[config.mk]
export PLATFORM = sky130hd
export DESIGN_NAME = tpu_staging
export DESIGN_NICKNAME = d
export VERILOG_FILES = /design/src/shared/tpu_pkg.sv /design/src/logic/tpu_staging.sv
export SDC_FILE = /design/constraint.sdc
export NUM_CORES = 1
export LEC_CHECK = 0
export BUFFER_PORTS_ARGS = -buffer_cell sky130_fd_sc_hd__buf_2
export CORE_ASPECT_RATIO = 1.75
export CORE_MARGIN = 2
export CORE_UTILIZATION = 45
export DETAILED_ROUTE_END_ITERATION = 16
export PLACE_DENSITY = 0.74
export REMOVE_ABC_BUFFERS = 1
export SLEW_MARGIN = 20
export SYNTH_ARGS = -nofsm -noshare
export SYNTH_HDL_FRONTEND = slang
export SYNTH_SLANG_ARGS = --single-unit
[constraint.sdc]
create_clock -name clock -period 6.7 [get_ports clock]
set_input_delay 0.335 -clock clock [delete_from_list [all_inputs] [get_ports clock]]
set_output_delay 0.335 -clock clock [all_outputs]
set_load 0.01 [all_outputs]
[src/shared/tpu_pkg.sv]
// Functional notes
// - Hold 8-bit staged value for groups 1/0; copy to port A latch on trigger.
// - Hold 8-bit staged value for groups 3/2; copy to port B latch on trigger.
// - Low-pair staging clears on reset and hardware standby; software standby keeps it.
// - High-pair staging clears on reset and hardware standby; software standby keeps it.
// - Groups 0/1 same trigger: whole low-pair register at first address.
// - Groups 0/1 same trigger: group 0 alternate address ignores writes, reads ones.
// - Groups 0/1 split triggers: group 1 nibble first address, group 0 alternate.
// - Split 0/1: unused nibbles at both addresses ignore writes, read ones.
// - Groups 2/3 same trigger: whole high-pair register at first address.
// - Groups 2/3 same trigger: group 2 alternate address ignores writes, reads ones.
// - Groups 2/3 split triggers: group 3 nibble first address, group 2 alternate.
// - Split 2/3: unused nibbles at both addresses ignore writes, read ones.
// - Enabled pins 7-0 take staged bit into port A latch on compare match.
// - Disabled pins 7-0 are not copied; port A value unchanged.
// - Enabled pins 15-8 take staged bit into port B latch on compare match.
// - Disabled pins 15-8 are not copied; port B value unchanged.
// - Low-pin enables clear on reset and hardware standby, kept in software standby.
// - High-pin enables clear on reset and hardware standby, kept in software standby.
// - Enable and staged bits 15-8 map in order onto port B bits 7-0.
// - Port latch bits with transfer enabled ignore software writes.
// - Per-group 2-bit trigger select: 00 channel 0, 01 channel 1, 1x channel 2.
// - Normal-mode group updates at compare match A of its selected channel.
package tpu_pkg;

  localparam int unsigned IDX_W = 20;

  // Register indices; byte address is four times the index
  localparam logic [IDX_W-1:0] IDX_MODE      = 20'hfffa0;
  localparam logic [IDX_W-1:0] IDX_TRIG_SEL  = 20'hfffa1;
  localparam logic [IDX_W-1:0] IDX_EN_HIGH   = 20'hfffa2;
  localparam logic [IDX_W-1:0] IDX_EN_LOW    = 20'hfffa3;
  localparam logic [IDX_W-1:0] IDX_NP_HIGH   = 20'hfffa4;
  localparam logic [IDX_W-1:0] IDX_NP_LOW    = 20'hfffa5;
  localparam logic [IDX_W-1:0] IDX_NP_G2_ALT = 20'hfffa6;
  localparam logic [IDX_W-1:0] IDX_NP_G0_ALT = 20'hfffa7;
  localparam logic [IDX_W-1:0] IDX_PORT_A    = 20'hfffd9;
  localparam logic [IDX_W-1:0] IDX_PORT_B    = 20'hfffda;

  localparam logic [7:0] RST_ZERO     = 8'h00;
  localparam logic [7:0] RST_TRIG_SEL = 8'hff;
  localparam logic [7:0] RST_MODE     = 8'hf0;
  localparam logic [7:0] MODE_FIXED   = 8'hf0;
  localparam logic [3:0] NIB_ONES     = 4'hf;
  localparam logic [7:0] BYTE_ONES    = 8'hff;

  // Trigger select field positions, low bit of each group's field
  localparam int unsigned SEL_G0 = 0;
  localparam int unsigned SEL_G1 = 2;
  localparam int unsigned SEL_G2 = 4;
  localparam int unsigned SEL_G3 = 6;

  // Mode register: non-overlap flag bit per group
  localparam int unsigned NOV_G0 = 0;
  localparam int unsigned NOV_G1 = 1;
  localparam int unsigned NOV_G2 = 2;
  localparam int unsigned NOV_G3 = 3;

  localparam int unsigned SYNC_STAGES = 2;

endpackage : tpu_pkg

[src/logic/tpu_staging.sv]
`timescale 1ns/1ns
module tpu_staging
  import tpu_pkg::*;
#(
  parameter int unsigned ADDR_W = 22
)
(
  input  wire logic              clock,
  input  wire logic              rstn,
  input  wire logic              hw_standby,
  input  wire logic [2:0]        compare_match_a,
  input  wire logic              psel,
  input  wire logic              penable,
  input  wire logic              pwrite,
  input  wire logic [ADDR_W-1:0] paddr,
  input  wire logic [31:0]       pwdata,
  output logic [31:0]            prdata,
  output logic                   pready,
  output logic                   pslverr,
  output logic [15:0]            pattern_out_pin
);

  logic [1:0]       rst_sync;
  logic             rst_n_int;
  logic [1:0]       standby_sync;
  logic             standby;
  logic             clear;

  logic [7:0]       next_pattern_low_pair;
  logic [7:0]       next_pattern_high_pair;
  logic [7:0]       transfer_enable_low_pins;
  logic [7:0]       transfer_enable_high_pins;
  logic [7:0]       trigger_select_control;
  logic [3:0]       overlap_mode_control;
  logic [7:0]       port_a_output_latch;
  logic [7:0]       port_b_output_latch;

  logic [IDX_W-1:0] idx;
  logic             wr;
  logic [7:0]       wdata;
  logic             same_low;
  logic             same_high;
  logic [3:0]       fire;
  logic [7:0]       take_a;
  logic [7:0]       take_b;
  logic [7:0]       next_rdata;
  logic             next_err;

  // Reset release through two flops
  always_ff @(posedge clock or negedge rstn)
  begin
    if (!rstn)
      rst_sync <= 2'b00;
    else
      rst_sync <= {rst_sync[0], 1'b1};
  end
  assign rst_n_int = rst_sync[1];

  // Standby pin is asynchronous to this clock
  always_ff @(posedge clock or negedge rst_n_int)
  begin
    if (!rst_n_int)
      standby_sync <= 2'b00;
    else
      standby_sync <= {standby_sync[0], hw_standby};
  end
  assign standby = standby_sync[1];
  assign clear   = standby;

  function automatic logic [1:0] chan(input logic [1:0] sel);
    chan = sel[1] ? 2'd2 : {1'b0, sel[0]};
  endfunction : chan

  // Normal mode fires on match A
  function automatic logic hit(input logic [1:0] sel,
                               input logic       nov,
                               input logic [2:0] cm);
    hit = !nov && cm[chan(sel)];
  endfunction : hit

  assign same_low  = chan(trigger_select_control[SEL_G0 +: 2]) ==
                     chan(trigger_select_control[SEL_G1 +: 2]);
  assign same_high = chan(trigger_select_control[SEL_G2 +: 2]) ==
                     chan(trigger_select_control[SEL_G3 +: 2]);

  // Pulse used on its own sampling edge
  assign fire[0] = hit(trigger_select_control[SEL_G0 +: 2],
                       overlap_mode_control[NOV_G0], compare_match_a);
  assign fire[1] = hit(trigger_select_control[SEL_G1 +: 2],
                       overlap_mode_control[NOV_G1], compare_match_a);
  assign fire[2] = hit(trigger_select_control[SEL_G2 +: 2],
                       overlap_mode_control[NOV_G2], compare_match_a);
  assign fire[3] = hit(trigger_select_control[SEL_G3 +: 2],
                       overlap_mode_control[NOV_G3], compare_match_a);

  assign take_a = transfer_enable_low_pins &
                  {{4{fire[1]}}, {4{fire[0]}}};
  // Bit order kept one to one
  assign take_b = transfer_enable_high_pins &
                  {{4{fire[3]}}, {4{fire[2]}}};

  assign idx   = paddr[IDX_W+1:2];
  assign wr    = psel && penable && pwrite;
  assign wdata = pwdata[7:0];

  // Staging, low pair
  always_ff @(posedge clock or negedge rst_n_int)
  begin
    if (!rst_n_int)
      next_pattern_low_pair <= RST_ZERO;
    else if (clear)
      next_pattern_low_pair <= RST_ZERO;
    else if (wr && idx == IDX_NP_LOW)
    begin
      if (same_low)
        next_pattern_low_pair <= wdata;
      else
        next_pattern_low_pair[7:4] <= wdata[7:4];
    end
    else if (wr && idx == IDX_NP_G0_ALT && !same_low)
      next_pattern_low_pair[3:0] <= wdata[3:0];
  end

  // Staging, high pair
  always_ff @(posedge clock or negedge rst_n_int)
  begin
    if (!rst_n_int)
      next_pattern_high_pair <= RST_ZERO;
    else if (clear)
      next_pattern_high_pair <= RST_ZERO;
    else if (wr && idx == IDX_NP_HIGH)
    begin
      if (same_high)
        next_pattern_high_pair <= wdata;
      else
        next_pattern_high_pair[7:4] <= wdata[7:4];
    end
    else if (wr && idx == IDX_NP_G2_ALT && !same_high)
      next_pattern_high_pair[3:0] <= wdata[3:0];
  end

  // Enable registers
  always_ff @(posedge clock or negedge rst_n_int)
  begin
    if (!rst_n_int)
    begin
      transfer_enable_low_pins  <= RST_ZERO;
      transfer_enable_high_pins <= RST_ZERO;
    end
    else if (clear)
    begin
      transfer_enable_low_pins  <= RST_ZERO;
      transfer_enable_high_pins <= RST_ZERO;
    end
    else if (wr && idx == IDX_EN_LOW)
      transfer_enable_low_pins <= wdata;
    else if (wr && idx == IDX_EN_HIGH)
      transfer_enable_high_pins <= wdata;
  end

  // Trigger select and mode
  always_ff @(posedge clock or negedge rst_n_int)
  begin
    if (!rst_n_int)
    begin
      trigger_select_control <= RST_TRIG_SEL;
      overlap_mode_control   <= RST_MODE[3:0];
    end
    else if (clear)
    begin
      trigger_select_control <= RST_TRIG_SEL;
      overlap_mode_control   <= RST_MODE[3:0];
    end
    else if (wr && idx == IDX_TRIG_SEL)
      trigger_select_control <= wdata;
    else if (wr && idx == IDX_MODE)
      overlap_mode_control <= wdata[3:0];
  end

  // Port latches; write and transfer never touch the same bit
  always_ff @(posedge clock or negedge rst_n_int)
  begin
    if (!rst_n_int)
    begin
      port_a_output_latch <= RST_ZERO;
      port_b_output_latch <= RST_ZERO;
    end
    else if (clear)
    begin
      port_a_output_latch <= RST_ZERO;
      port_b_output_latch <= RST_ZERO;
    end
    else
    begin
      if (wr && idx == IDX_PORT_A)
        port_a_output_latch <=
          (port_a_output_latch & ~take_a & transfer_enable_low_pins) |
          (wdata & ~transfer_enable_low_pins) |
          (next_pattern_low_pair & take_a);
      else
        port_a_output_latch <= (port_a_output_latch & ~take_a) |
                               (next_pattern_low_pair & take_a);
      if (wr && idx == IDX_PORT_B)
        port_b_output_latch <=
          (port_b_output_latch & ~take_b & transfer_enable_high_pins) |
          (wdata & ~transfer_enable_high_pins) |
          (next_pattern_high_pair & take_b);
      else
        port_b_output_latch <= (port_b_output_latch & ~take_b) |
                               (next_pattern_high_pair & take_b);
    end
  end

  assign pattern_out_pin = {port_b_output_latch, port_a_output_latch};

  // Read mux; unmapped index answers with an error
  always_comb
  begin
    next_rdata = RST_ZERO;
    next_err   = 1'b0;
    unique case (idx)
      IDX_MODE:      next_rdata = MODE_FIXED | {4'h0, overlap_mode_control};
      IDX_TRIG_SEL:  next_rdata = trigger_select_control;
      IDX_EN_HIGH:   next_rdata = transfer_enable_high_pins;
      IDX_EN_LOW:    next_rdata = transfer_enable_low_pins;
      IDX_NP_LOW:    next_rdata = same_low ? next_pattern_low_pair :
                        {next_pattern_low_pair[7:4], NIB_ONES};
      IDX_NP_G0_ALT: next_rdata = same_low ? BYTE_ONES :
                        {NIB_ONES, next_pattern_low_pair[3:0]};
      IDX_NP_HIGH:   next_rdata = same_high ? next_pattern_high_pair :
                        {next_pattern_high_pair[7:4], NIB_ONES};
      IDX_NP_G2_ALT: next_rdata = same_high ? BYTE_ONES :
                        {NIB_ONES, next_pattern_high_pair[3:0]};
      IDX_PORT_A:    next_rdata = port_a_output_latch;
      IDX_PORT_B:    next_rdata = port_b_output_latch;
      default:       next_err   = 1'b1;
    endcase
  end

  // Read data captured in setup so it comes from a flop
  always_ff @(posedge clock or negedge rst_n_int)
  begin
    if (!rst_n_int)
    begin
      prdata  <= 32'h0000_0000;
      pslverr <= 1'b0;
    end
    else if (psel && !penable)
    begin
      prdata  <= {24'h00_0000, next_rdata};
      pslverr <= next_err;
    end
  end

  // One wait-free access phase
  assign pready = penable;

endmodule : tpu_staging

==> results of run 1 <==
==> timing repair <==
| action | 4_1_cts | 5_1_grt |
|---|---|---|
| hold buffers | 1 | 0 |
| buffers inserted | 0 | 0 |
| hold endpoints to repair | 2 | 0 |
==> synth_stat cells, drive strengths merged, types with 3 or more instances <==
| cell | n | area, µm² |
|---|---|---|
| a211o | 8 | 70.1 |
| a31oi | 18 | 113 |
| inv | 22 | 82.6 |
| and3 | 5 | 31.3 |
| nand2 | 25 | 93.8 |
| a211oi | 4 | 30.0 |
| o21ai | 30 | 150 |
| nor2 | 49 | 186 |
| nor3 | 4 | 20.0 |
| nand3 | 12 | 60.1 |
| o31a | 16 | 148 |
| mux2i | 36 | 360 |
| o21a | 16 | 120 |
| a21oi | 22 | 110 |
| xnor2 | 5 | 43.8 |
| nor2b | 10 | 62.6 |
| o211ai | 3 | 22.5 |
| nand4b | 6 | 52.6 |
| dfrtp | 65 | 1630 |
| and2 | 5 | 31.3 |
| a22oi | 8 | 60.1 |
| o31ai | 10 | 75.1 |
| dfstp | 8 | 210 |
| mux4 | 3 | 67.6 |
| nor4 | 5 | 46.3 |
| or2 | 4 | 25.0 |
| clkbuf | 24 | 90.1 |
| buf | 35 | 255 |
| nand4 | 7 | 56.3 |
==> power by group <==
group	internal [µW]	total, µW	switching, µW
Sequential	443	444	0.759
Combinational	27.8	92.2	64.3
Clock	281	466	185
==> per-layer routing <==
layer	vias to the layer above	wire [µm]	GRT usage
met4	0	616	0.153
met2	203	6460	0.402
met3	42	794	0.0449
li1	1826	-	-
met1	1927	4820	0.298
met5	-	0	0
==> final cells by class <==
class,count,area (µm²)
fill,929,4780
multi-input combinational,361,2360
sequential,73,1840
timing repair buffer,66,343
clock buffer,14,274
tap,125,156
inverter,23,86.3
clock inverter,2,12.5
==> flip-flops by register name, summed over array words and instances (netlist names) <==
| register | flops |
|---|---|
| port_a_output_latch | 8 |
| pslverr | 1 |
| trigger_select_control | 8 |
| transfer_enable_high_pins | 8 |
| rst_sync | 2 |
| standby_sync | 2 |
| transfer_enable_low_pins | 8 |
| overlap_mode_control | 4 |
| port_b_output_latch | 8 |
| prdata | 8 |
| next_pattern_high_pair | 8 |
| next_pattern_low_pair | 8 |
==> cells in the final DEF (no fill, tap or decap), types with 3 or more instances in the layout <==
cell type and instances:
a211o_1 8, a211oi_1 3, a21oi_1 22, a22oi_1 8
a31oi_1 18, and2_1 5, and3_1 5, buf_2 62
buf_4 3, clkbuf_16 9, clkbuf_8 3, conb_1 25
dfrtp_1 64, dfstp_2 8, inv_1 22, mux2i_1 36
mux4_2 3, nand2_1 25, nand3_1 12, nand4_1 5
nand4b_1 6, nor2_1 48, nor2b_1 10, nor3_1 4
nor4_1 3, o211ai_1 3, o21a_1 16, o21ai_0 30
o31a_1 10, o31a_2 6, o31ai_1 10, or2_2 3
xnor2_1 5
==> through the flow <==
stage | hold slack, ns | cell area (µm²) | utilization | total power (µW) | setup slack, ns
after floorplan | 0.0394 | 4270 | - | 499 | 4.06
after global placement | 0.119 | 4760 | 0.484 | 539 | 3.51
after detailed placement | 0.121 | 4760 | 0.484 | 541 | 3.42
after CTS | 0.0929 | 5060 | 0.514 | 1000 | 3.76
after global routing | 0.100 | 5070 | 0.515 | 1030 | 3.55
final | 0.0982 | 5070 | 0.515 | 1000 | 3.63
==> logic make-up after synthesis <==
family	Yosys count	synth area share
DFF	73	0.406
AOI/OAI and AO/OA	148	0.223
other	2	0.00166
xor gates and xnor gates	6	0.0116
muxes	40	0.0970
and+or+nand+nor	142	0.166
buffers and inverters	82	0.0954
==> worst max-delay path by stage <==
| stage | from | to | slack [ns] | depth (start not counted) |
|---|---|---|---|---|
| after global placement | paddr[2] | port_a_output_latch[0] | 3.51 | 6 |
| final | paddr[2] | port_a_output_latch[1] | 3.63 | 6 |
| after CTS | paddr[2] | port_a_output_latch[1] | 3.76 | 6 |
| after detailed placement | paddr[2] | port_a_output_latch[1] | 3.42 | 6 |
| after global routing | paddr[2] | port_a_output_latch[1] | 3.55 | 6 |
| after floorplan | paddr[20] | port_a_output_latch[0] | 4.06 | 5 |
==> impl_metrics.tcl, run 1 <==
set metrics [dict create \
    status "completed" \
    path_max_fanout 37 \
    ant_nets 0 \
    fin_crit_ns 3.07 \
    clkSlewWorstSetupHoldPaths_ns 0.06 \
    ys_ff_latch 73 \
    stdcell_count 664 \
    die_x_um 79.8 \
    wirelength_um 12700 \
    ys.warnings.count 0 \
    core-area_mm2 0.00985 \
    ys.flop_type "dfrtp_1" \
    worst_setup_path_end_kind "register" \
    placed_cells 647 \
    grt_pass1_wl_um 20400 \
    start_kind "input pin" \
    synth.cell_area_mm2 0.00453 \
    dp_hpwl_um 8760 \
    hp-start "hw_standby" \
    synth_edf_count 0 \
    timing.fmax_mhz 326 \
    wl_per_cell_um 19.1 \
    min_path_type "in2reg" \
    min_path_cells 1 \
    htree_levels 3 \
    critPathKind "in2reg" \
    setup_viol 0 \
    r2r_cells 5 \
    rsz0062_at_grt "no" \
    worstPathCellList "buf_2 -> nor2b_1 -> and2_1 -> nand3_1 -> o31a_1 -> o21a_1" \
    io_pins 113 \
    peakVddDrop_uv 127 \
    final_hold_viol_count 0 \
    min_to "standby_sync[0]" \
    rr_startpoint "trigger_select_control[0]" \
    initial_core_util 0.459 \
    ys_seq_area_frac 0.406 \
    maxCapViolCount 0 \
    synth_area_per_cell_um2 9.18 \
    cpMaxStageDelayCell "nor2b_1" \
    gp_congestion 0.901 \
    tightest_slew_ns 1.05 \
    diodes 0 \
    yosysUniqueCellTypes 60 \
    critical-path-max-stage-delay_ns 0.91 \
    crit_arrival_ns 3.30 \
    die_y_um 137 \
    slew_viol_final 0 \
    drt-initial-drc-count 560 \
    slew-limit-headroom 0.299 \
    nets 597 \
    p_leak_uw 0.00230 \
    cp_top_family "simple AND/OR/NAND/NOR gates" \
    rr_endpoint "port_a_output_latch[1]" \
    synthCells 493 \
    grt_pass1_vias 3891 \
    cts_tree "yes" \
    grt.total_usage 0.246 \
    numCtsBuffers 9 \
    grt_max_degree 72 \
    drive_gt1_frac 0.204 \
    drc_errors 0 \
    drtPass1Iterations 5 \
    die-area_mm2 0.0109 \
    cts_max_path_buffers 2 \
    antenna_found_initial 0 \
    power.density_mw_per_mm2 197 \
    grt_overflow_total 0 \
    vias 3998 \
    tns_ns 0 \
    crit_buf_inv 1 \
    period_share 0.458 \
    required_ns 6.93 \
    rows 48 \
    clock_latency_ns 0.34 \
    io_buffers 62 \
    post_cts_resized 0 \
    clock_skew_ns 0.00514 \
    vias_per_cell 6.02 \
    root_buffer "clkbuf_16" \
    syn_to_final_growth_pct 12.1 \
    synthArstFlopShare 1.00 \
    cts.sinks 73 \
    r2r_slack_ns 4.52 \
]
(Power assumes the default switching activity.)
==> run 2: changes to the inputs <==
Settings changed: PLACE_DENSITY 0.74 to 0.77.
Clock period 6.7 ns to 2.5 ns, I/O delays scaled along.
==> run 2 against run 1 <==
Utilization rose by 1.1 points. Worst hold slack got worse by 0.0027 ns. Sequential power grew to 2.7 times the previous value. Critical path type is now reg2reg. Highest routed layer unchanged.
==> impl_metrics.tcl, run 2 (synthesized netlist as in run 1, its figures left out) <==
set metrics [dict create \
    status "completed" \
    setup_ws_ns 0.496 \
    stdcell_count 679 \
    root_buffer "clkbuf_16" \
    numCtsBuffers 9 \
    io_pins 113 \
    post-place-ws_ns 0.277 \
    rr_startpoint "trigger_select_control[1]" \
    vias 4184 \
    tightest_slew_ns 0.738 \
    cts_max_path_buffers 2 \
    htree_levels 3 \
    die_y_um 137 \
    start_kind "register" \
    core-area_mm2 0.00985 \
    maxCapViolCount 0 \
    fin_area_mm2 0.00518 \
    crit_arrival_ns 2.25 \
    power.density_mw_per_mm2 513 \
    grt_max_degree 72 \
    nets 612 \
    cts_tree "yes" \
    grt_overflow_total 0 \
    r2r_cells 5 \
    crit_buf_inv 0 \
    antenna_found_initial 0 \
    clkSlewWorstSetupHoldPaths_ns 0.06 \
    cp_top_family "simple AND/OR/NAND/NOR gates" \
    die_x_um 79.8 \
    hold_buffers 2 \
    layout_commonest_cell "dfrtp_1" \
    wirelength_um 12900 \
    post_cts_resized 0 \
    grt.total_usage 0.242 \
    placed_cell_area_mm2 0.00488 \
    setup_viol 0 \
    r2r_slack_ns 0.50 \
    clock_latency_ns 0.34 \
    p_leak_uw 0.00237 \
    period_share 0.802 \
    drive_gt1_frac 0.226 \
    drc_errors 0 \
    initial_core_util 0.459 \
    gp_congestion 0.985 \
    slew-limit-headroom 0.505 \
    grt_pass1_wl_um 20000 \
    required_ns 2.75 \
    slew_viol_final 0 \
    timing.fmax_mhz 499 \
    worst_setup_path_end_kind "register" \
    hold-worst-slack_ns 0.0956 \
    cpMaxStageDelayCell "or4b_2" \
    peakVddDrop_uv 350 \
    postCtsSetupBuffers 0 \
    diodes 0 \
    critPathKind "reg2reg" \
    min_path_type "in2async" \
    vias_per_cell 6.16 \
    layout_common_cells "dfrtp_1, buf_2, nor2_1" \
    final_hold_viol_count 0 \
    critical-path-max-stage-delay_ns 0.63 \
    path_max_fanout 7 \
    fin_crit_ns 2.00 \
    drt-initial-drc-count 502 \
    placed_cells 661 \
    clock_skew_ns 0.00578 \
    rr_endpoint "next_pattern_low_pair[0]" \
    grt_pass1_vias 3899 \
    dp_hpwl_um 9000 \
    rows 48 \
    worstPathCellList "or4b_2 -> o32ai_1 -> or2_1 -> nand3_1 -> a21oi_1" \
    wl_per_cell_um 18.9 \
    ant_nets 0 \
    rsz0062_at_grt "no" \
    die-area_mm2 0.0109 \
    io_buffers 62 \
    tns_ns 0 \
    cts.sinks 73 \
    syn_to_final_growth_pct 14.5 \
    drtPass1Iterations 5 \
]
run 2: cell count changes in the layout (fill, tap and decap cells not counted), sizes merged:
cell / change
clkbuf: -3
dlygate4sd3: +1
clkinvlp: +1
buf: +14
clkinv: +2
run 2: area by class of cell:
type                       count  area (µm²)
fill                         924        4670
clock inverter                 5        30.0
timing repair buffer          81         470
clock buffer                  11         253
inverter                      23        86.3
sequential                    73        1840
tap                          125         156
multi-input combinational    361        2350
run 2: through the flow:
step                total power, µW  utilization
floorplan                      1340            -
global placement               1450        0.496
detailed placement             1460        0.496
CTS                            2670        0.526
global route                   2750        0.526
finish                         2660        0.526
run 2: metal layers:
metal / global-route usage / up-vias / wire length [µm]
li1: - / 1856 / -
met1: 0.279 / 2014 / 4680
met2: 0.407 / 259 / 6470
met3: 0.0488 / 55 / 1040
met4: 0.149 / 0 / 669
met5: 0 / - / 0
run 2: how the worst max path moves through the flow:
stage                                   start                           to  slack, ns  depth (start not counted)
global route        trigger_select_control[1]     next_pattern_low_pair[0]       0.45                          5
global placement                     paddr[6]  transfer_enable_low_pins[5]       0.30                          6
CTS                 trigger_select_control[1]     next_pattern_low_pair[0]       0.55                          5
finish              trigger_select_control[1]     next_pattern_low_pair[0]       0.50                          5
floorplan                           paddr[20]       port_a_output_latch[6]       0.07                          5
detailed placement                   paddr[6]  transfer_enable_low_pins[7]       0.28                          6
run 2: report_power, final:
part / internal, µW / total [µW] / switching [µW]
logic: 85.5 / 258 / 173
registers: 1190 / 1190 / 2.84
clock network: 719 / 1210 / 489
total: 1990 / 2660 / 665
run 2: worst register-to-register path, cell delays in order (launching register included):
cell,delay [ns]
dfstp_2,0.40
or4b_2,0.63
o32ai_1,0.24
or2_1,0.29
nand3_1,0.13
a21oi_1,0.22
==> run 3: changes to the inputs <==
Settings changed: PLACE_DENSITY 0.77 to 0.74.
Clock period 2.5 ns to 1.9 ns, I/O delays scaled along.
==> run 3 against run 2 <==
Fmax is 10% higher. Global-route usage is 0.71 points higher. Flip-flop and latch count stayed put. Non-clock buffer count is 29 higher. First-iteration DRC count is 10% lower. Total power is 32% higher. Sequential share of layout area is 1.7 points lower. Critical endpoint is now prdata[3]. Largest cell class unchanged.
==> impl_metrics.tcl, run 3 (synthesized netlist as in run 1, its figures left out) <==
set metrics [dict create \
    status "completed" \
    dp_hpwl_um 9380 \
    wl_per_cell_um 18.4 \
    timing.fmax_mhz 549 \
    gp_congestion 0.920 \
    n_fill_cell 902 \
    cts.sinks 73 \
    antenna_found_initial 0 \
    clock_skew_ns 0.00643 \
    tns_ns 0 \
    fin_crit_ns 1.82 \
    vias_per_cell 5.93 \
    grt_overflow_total 0 \
    p_seq_frac 0.447 \
    drc_errors 0 \
    p_leak_uw 0.00253 \
    cts_tree "yes" \
    switching_share 0.247 \
    drt-initial-drc-count 451 \
    postCtsSetupBuffers 0 \
    grt_pass1_vias 3980 \
    numCtsBuffers 9 \
    vias 4200 \
    maxCapViolCount 0 \
    placed_cell_area_mm2 0.00514 \
    die-area_mm2 0.0109 \
    period_share 0.958 \
    rsz0062_at_grt "no" \
    final_hold_viol_count 0 \
    die_y_um 137 \
    start_kind "register" \
    peakVddDrop_uv 534 \
    fin_util 0.553 \
    drtPass1Iterations 5 \
    layout_commonest_cell "dfrtp_1" \
    clock_latency_ns 0.34 \
    io_pins 113 \
    p_switching_uw 868 \
    r2r_cells 6 \
    syn_to_final_growth_pct 20.4 \
    grt_max_degree 62 \
    rows 48 \
    crit_arrival_ns 2.03 \
    grt.total_usage 0.249 \
    root_buffer "clkbuf_16" \
    required_ns 2.10 \
    io_buffers 62 \
    cts_max_path_buffers 2 \
    path_max_fanout 5 \
    die_x_um 79.8 \
    setup_viol 0 \
    fin_area_mm2 0.00545 \
    wirelength_um 13100 \
    critPathKind "reg2reg" \
    slew_viol_final 0 \
    stdcell_count 708 \
    htree_levels 3 \
    p_int_uw 2650 \
    p_clk_frac 0.449 \
    tightest_slew_ns 0.531 \
    layout_common_cells "dfrtp_1, buf_2, nor2_1" \
    clkSlewWorstSetupHoldPaths_ns 0.06 \
    worst_setup_path_end_kind "register" \
    nets 641 \
    initial_core_util 0.459 \
    diodes 0 \
    grt_pass1_wl_um 20500 \
    placed_cells 690 \
    core-area_mm2 0.00985 \
    ant_nets 0 \
    power_uw 3510 \
    min_path_type "in2async" \
    slew-limit-headroom 0.641 \
    power.density_mw_per_mm2 645 \
    drive_gt1_frac 0.266 \
    comb_power_share 0.103 \
]
run 3: cell count changes in the layout (fill, tap and decap cells not counted), sizes merged:
| cell | before | now |
|---|---|---|
| buf | 79 | 108 |
| clkbuf | 11 | 13 |
| clkinvlp | 2 | 0 |
run 3: final timing paths:
check	endpoint	from	slack, ns
min reg2reg	transfer_enable_low_pins[1]	rst_sync[1]	0.15
max	prdata[3]	trigger_select_control[1]	0.08
max reg2reg	prdata[3]	trigger_select_control[1]	0.08
min	rst_sync[1]	rstn	0.07
max in group asynchronous	trigger_select_control[4]	rst_sync[1]	1.08
min in group clock	trigger_select_control[4]	pwdata[4]	0.08
run 3: layout make-up:
| type | count | area, µm² | share of cell area |
|---|---|---|---|
| Clock inverter | 3 | 15.0 | 0.00276 |
| Inverter | 23 | 86.3 | 0.0158 |
| Tap cell | 125 | 156 | 0.0287 |
| Sequential cell | 73 | 1840 | 0.337 |
| Clock buffer | 13 | 260 | 0.0478 |
| Multi-Input combinational cell | 361 | 2370 | 0.434 |
| Timing Repair Buffer | 110 | 726 | 0.133 |
run 3: per-layer routing:
metal  vias to the layer above  wire length, µm  global-route usage
met5                         -                0                   0
met4                         0              622               0.144
met3                        43              853              0.0528
met2                       194             6620               0.412
met1                      2045             4960               0.295
li1                       1918                -                   -
run 3: per-stage QoR:
stage / setup slack [ns] / hold WS [ns]
after floorplan: -0.497 / -0.201
after global placement: 0.0238 / -0.121
after detailed placement: -0.0150 / -0.115
after CTS: 0.0382 / 0.0609
after global routing: 0.00394 / 0.0768
final: 0.0791 / 0.0687
run 3: power groups by stage:
| stage | Clock (µW) | Combinational (µW) | Sequential, µW |
|---|---|---|---|
| final | 1580 | 363 | 1570 |
| after global routing | 1680 | 394 | 1570 |
| after CTS | 1610 | 356 | 1570 |
| after global placement | 0 | 344 | 1600 |
| after floorplan | 0 | 134 | 1630 |
| after detailed placement | 0 | 351 | 1600 |
run 3: repair_timing:
item / in CTS / in global routing
endpoints found under the setup margin: 0 / 7
resized for setup: 0 / 7
hold endpoints to repair: 3 / 0
hold buffers: 2 / 0
run 3: critical path, stage by stage, from the launching register on:
cell and delay, ns:
dfstp_2 0.38, or4b_2 0.64, o32ai_2 0.14, buf_4 0.16, o21ai_0 0.09, o2111ai_1 0.15, nand3_1 0.11
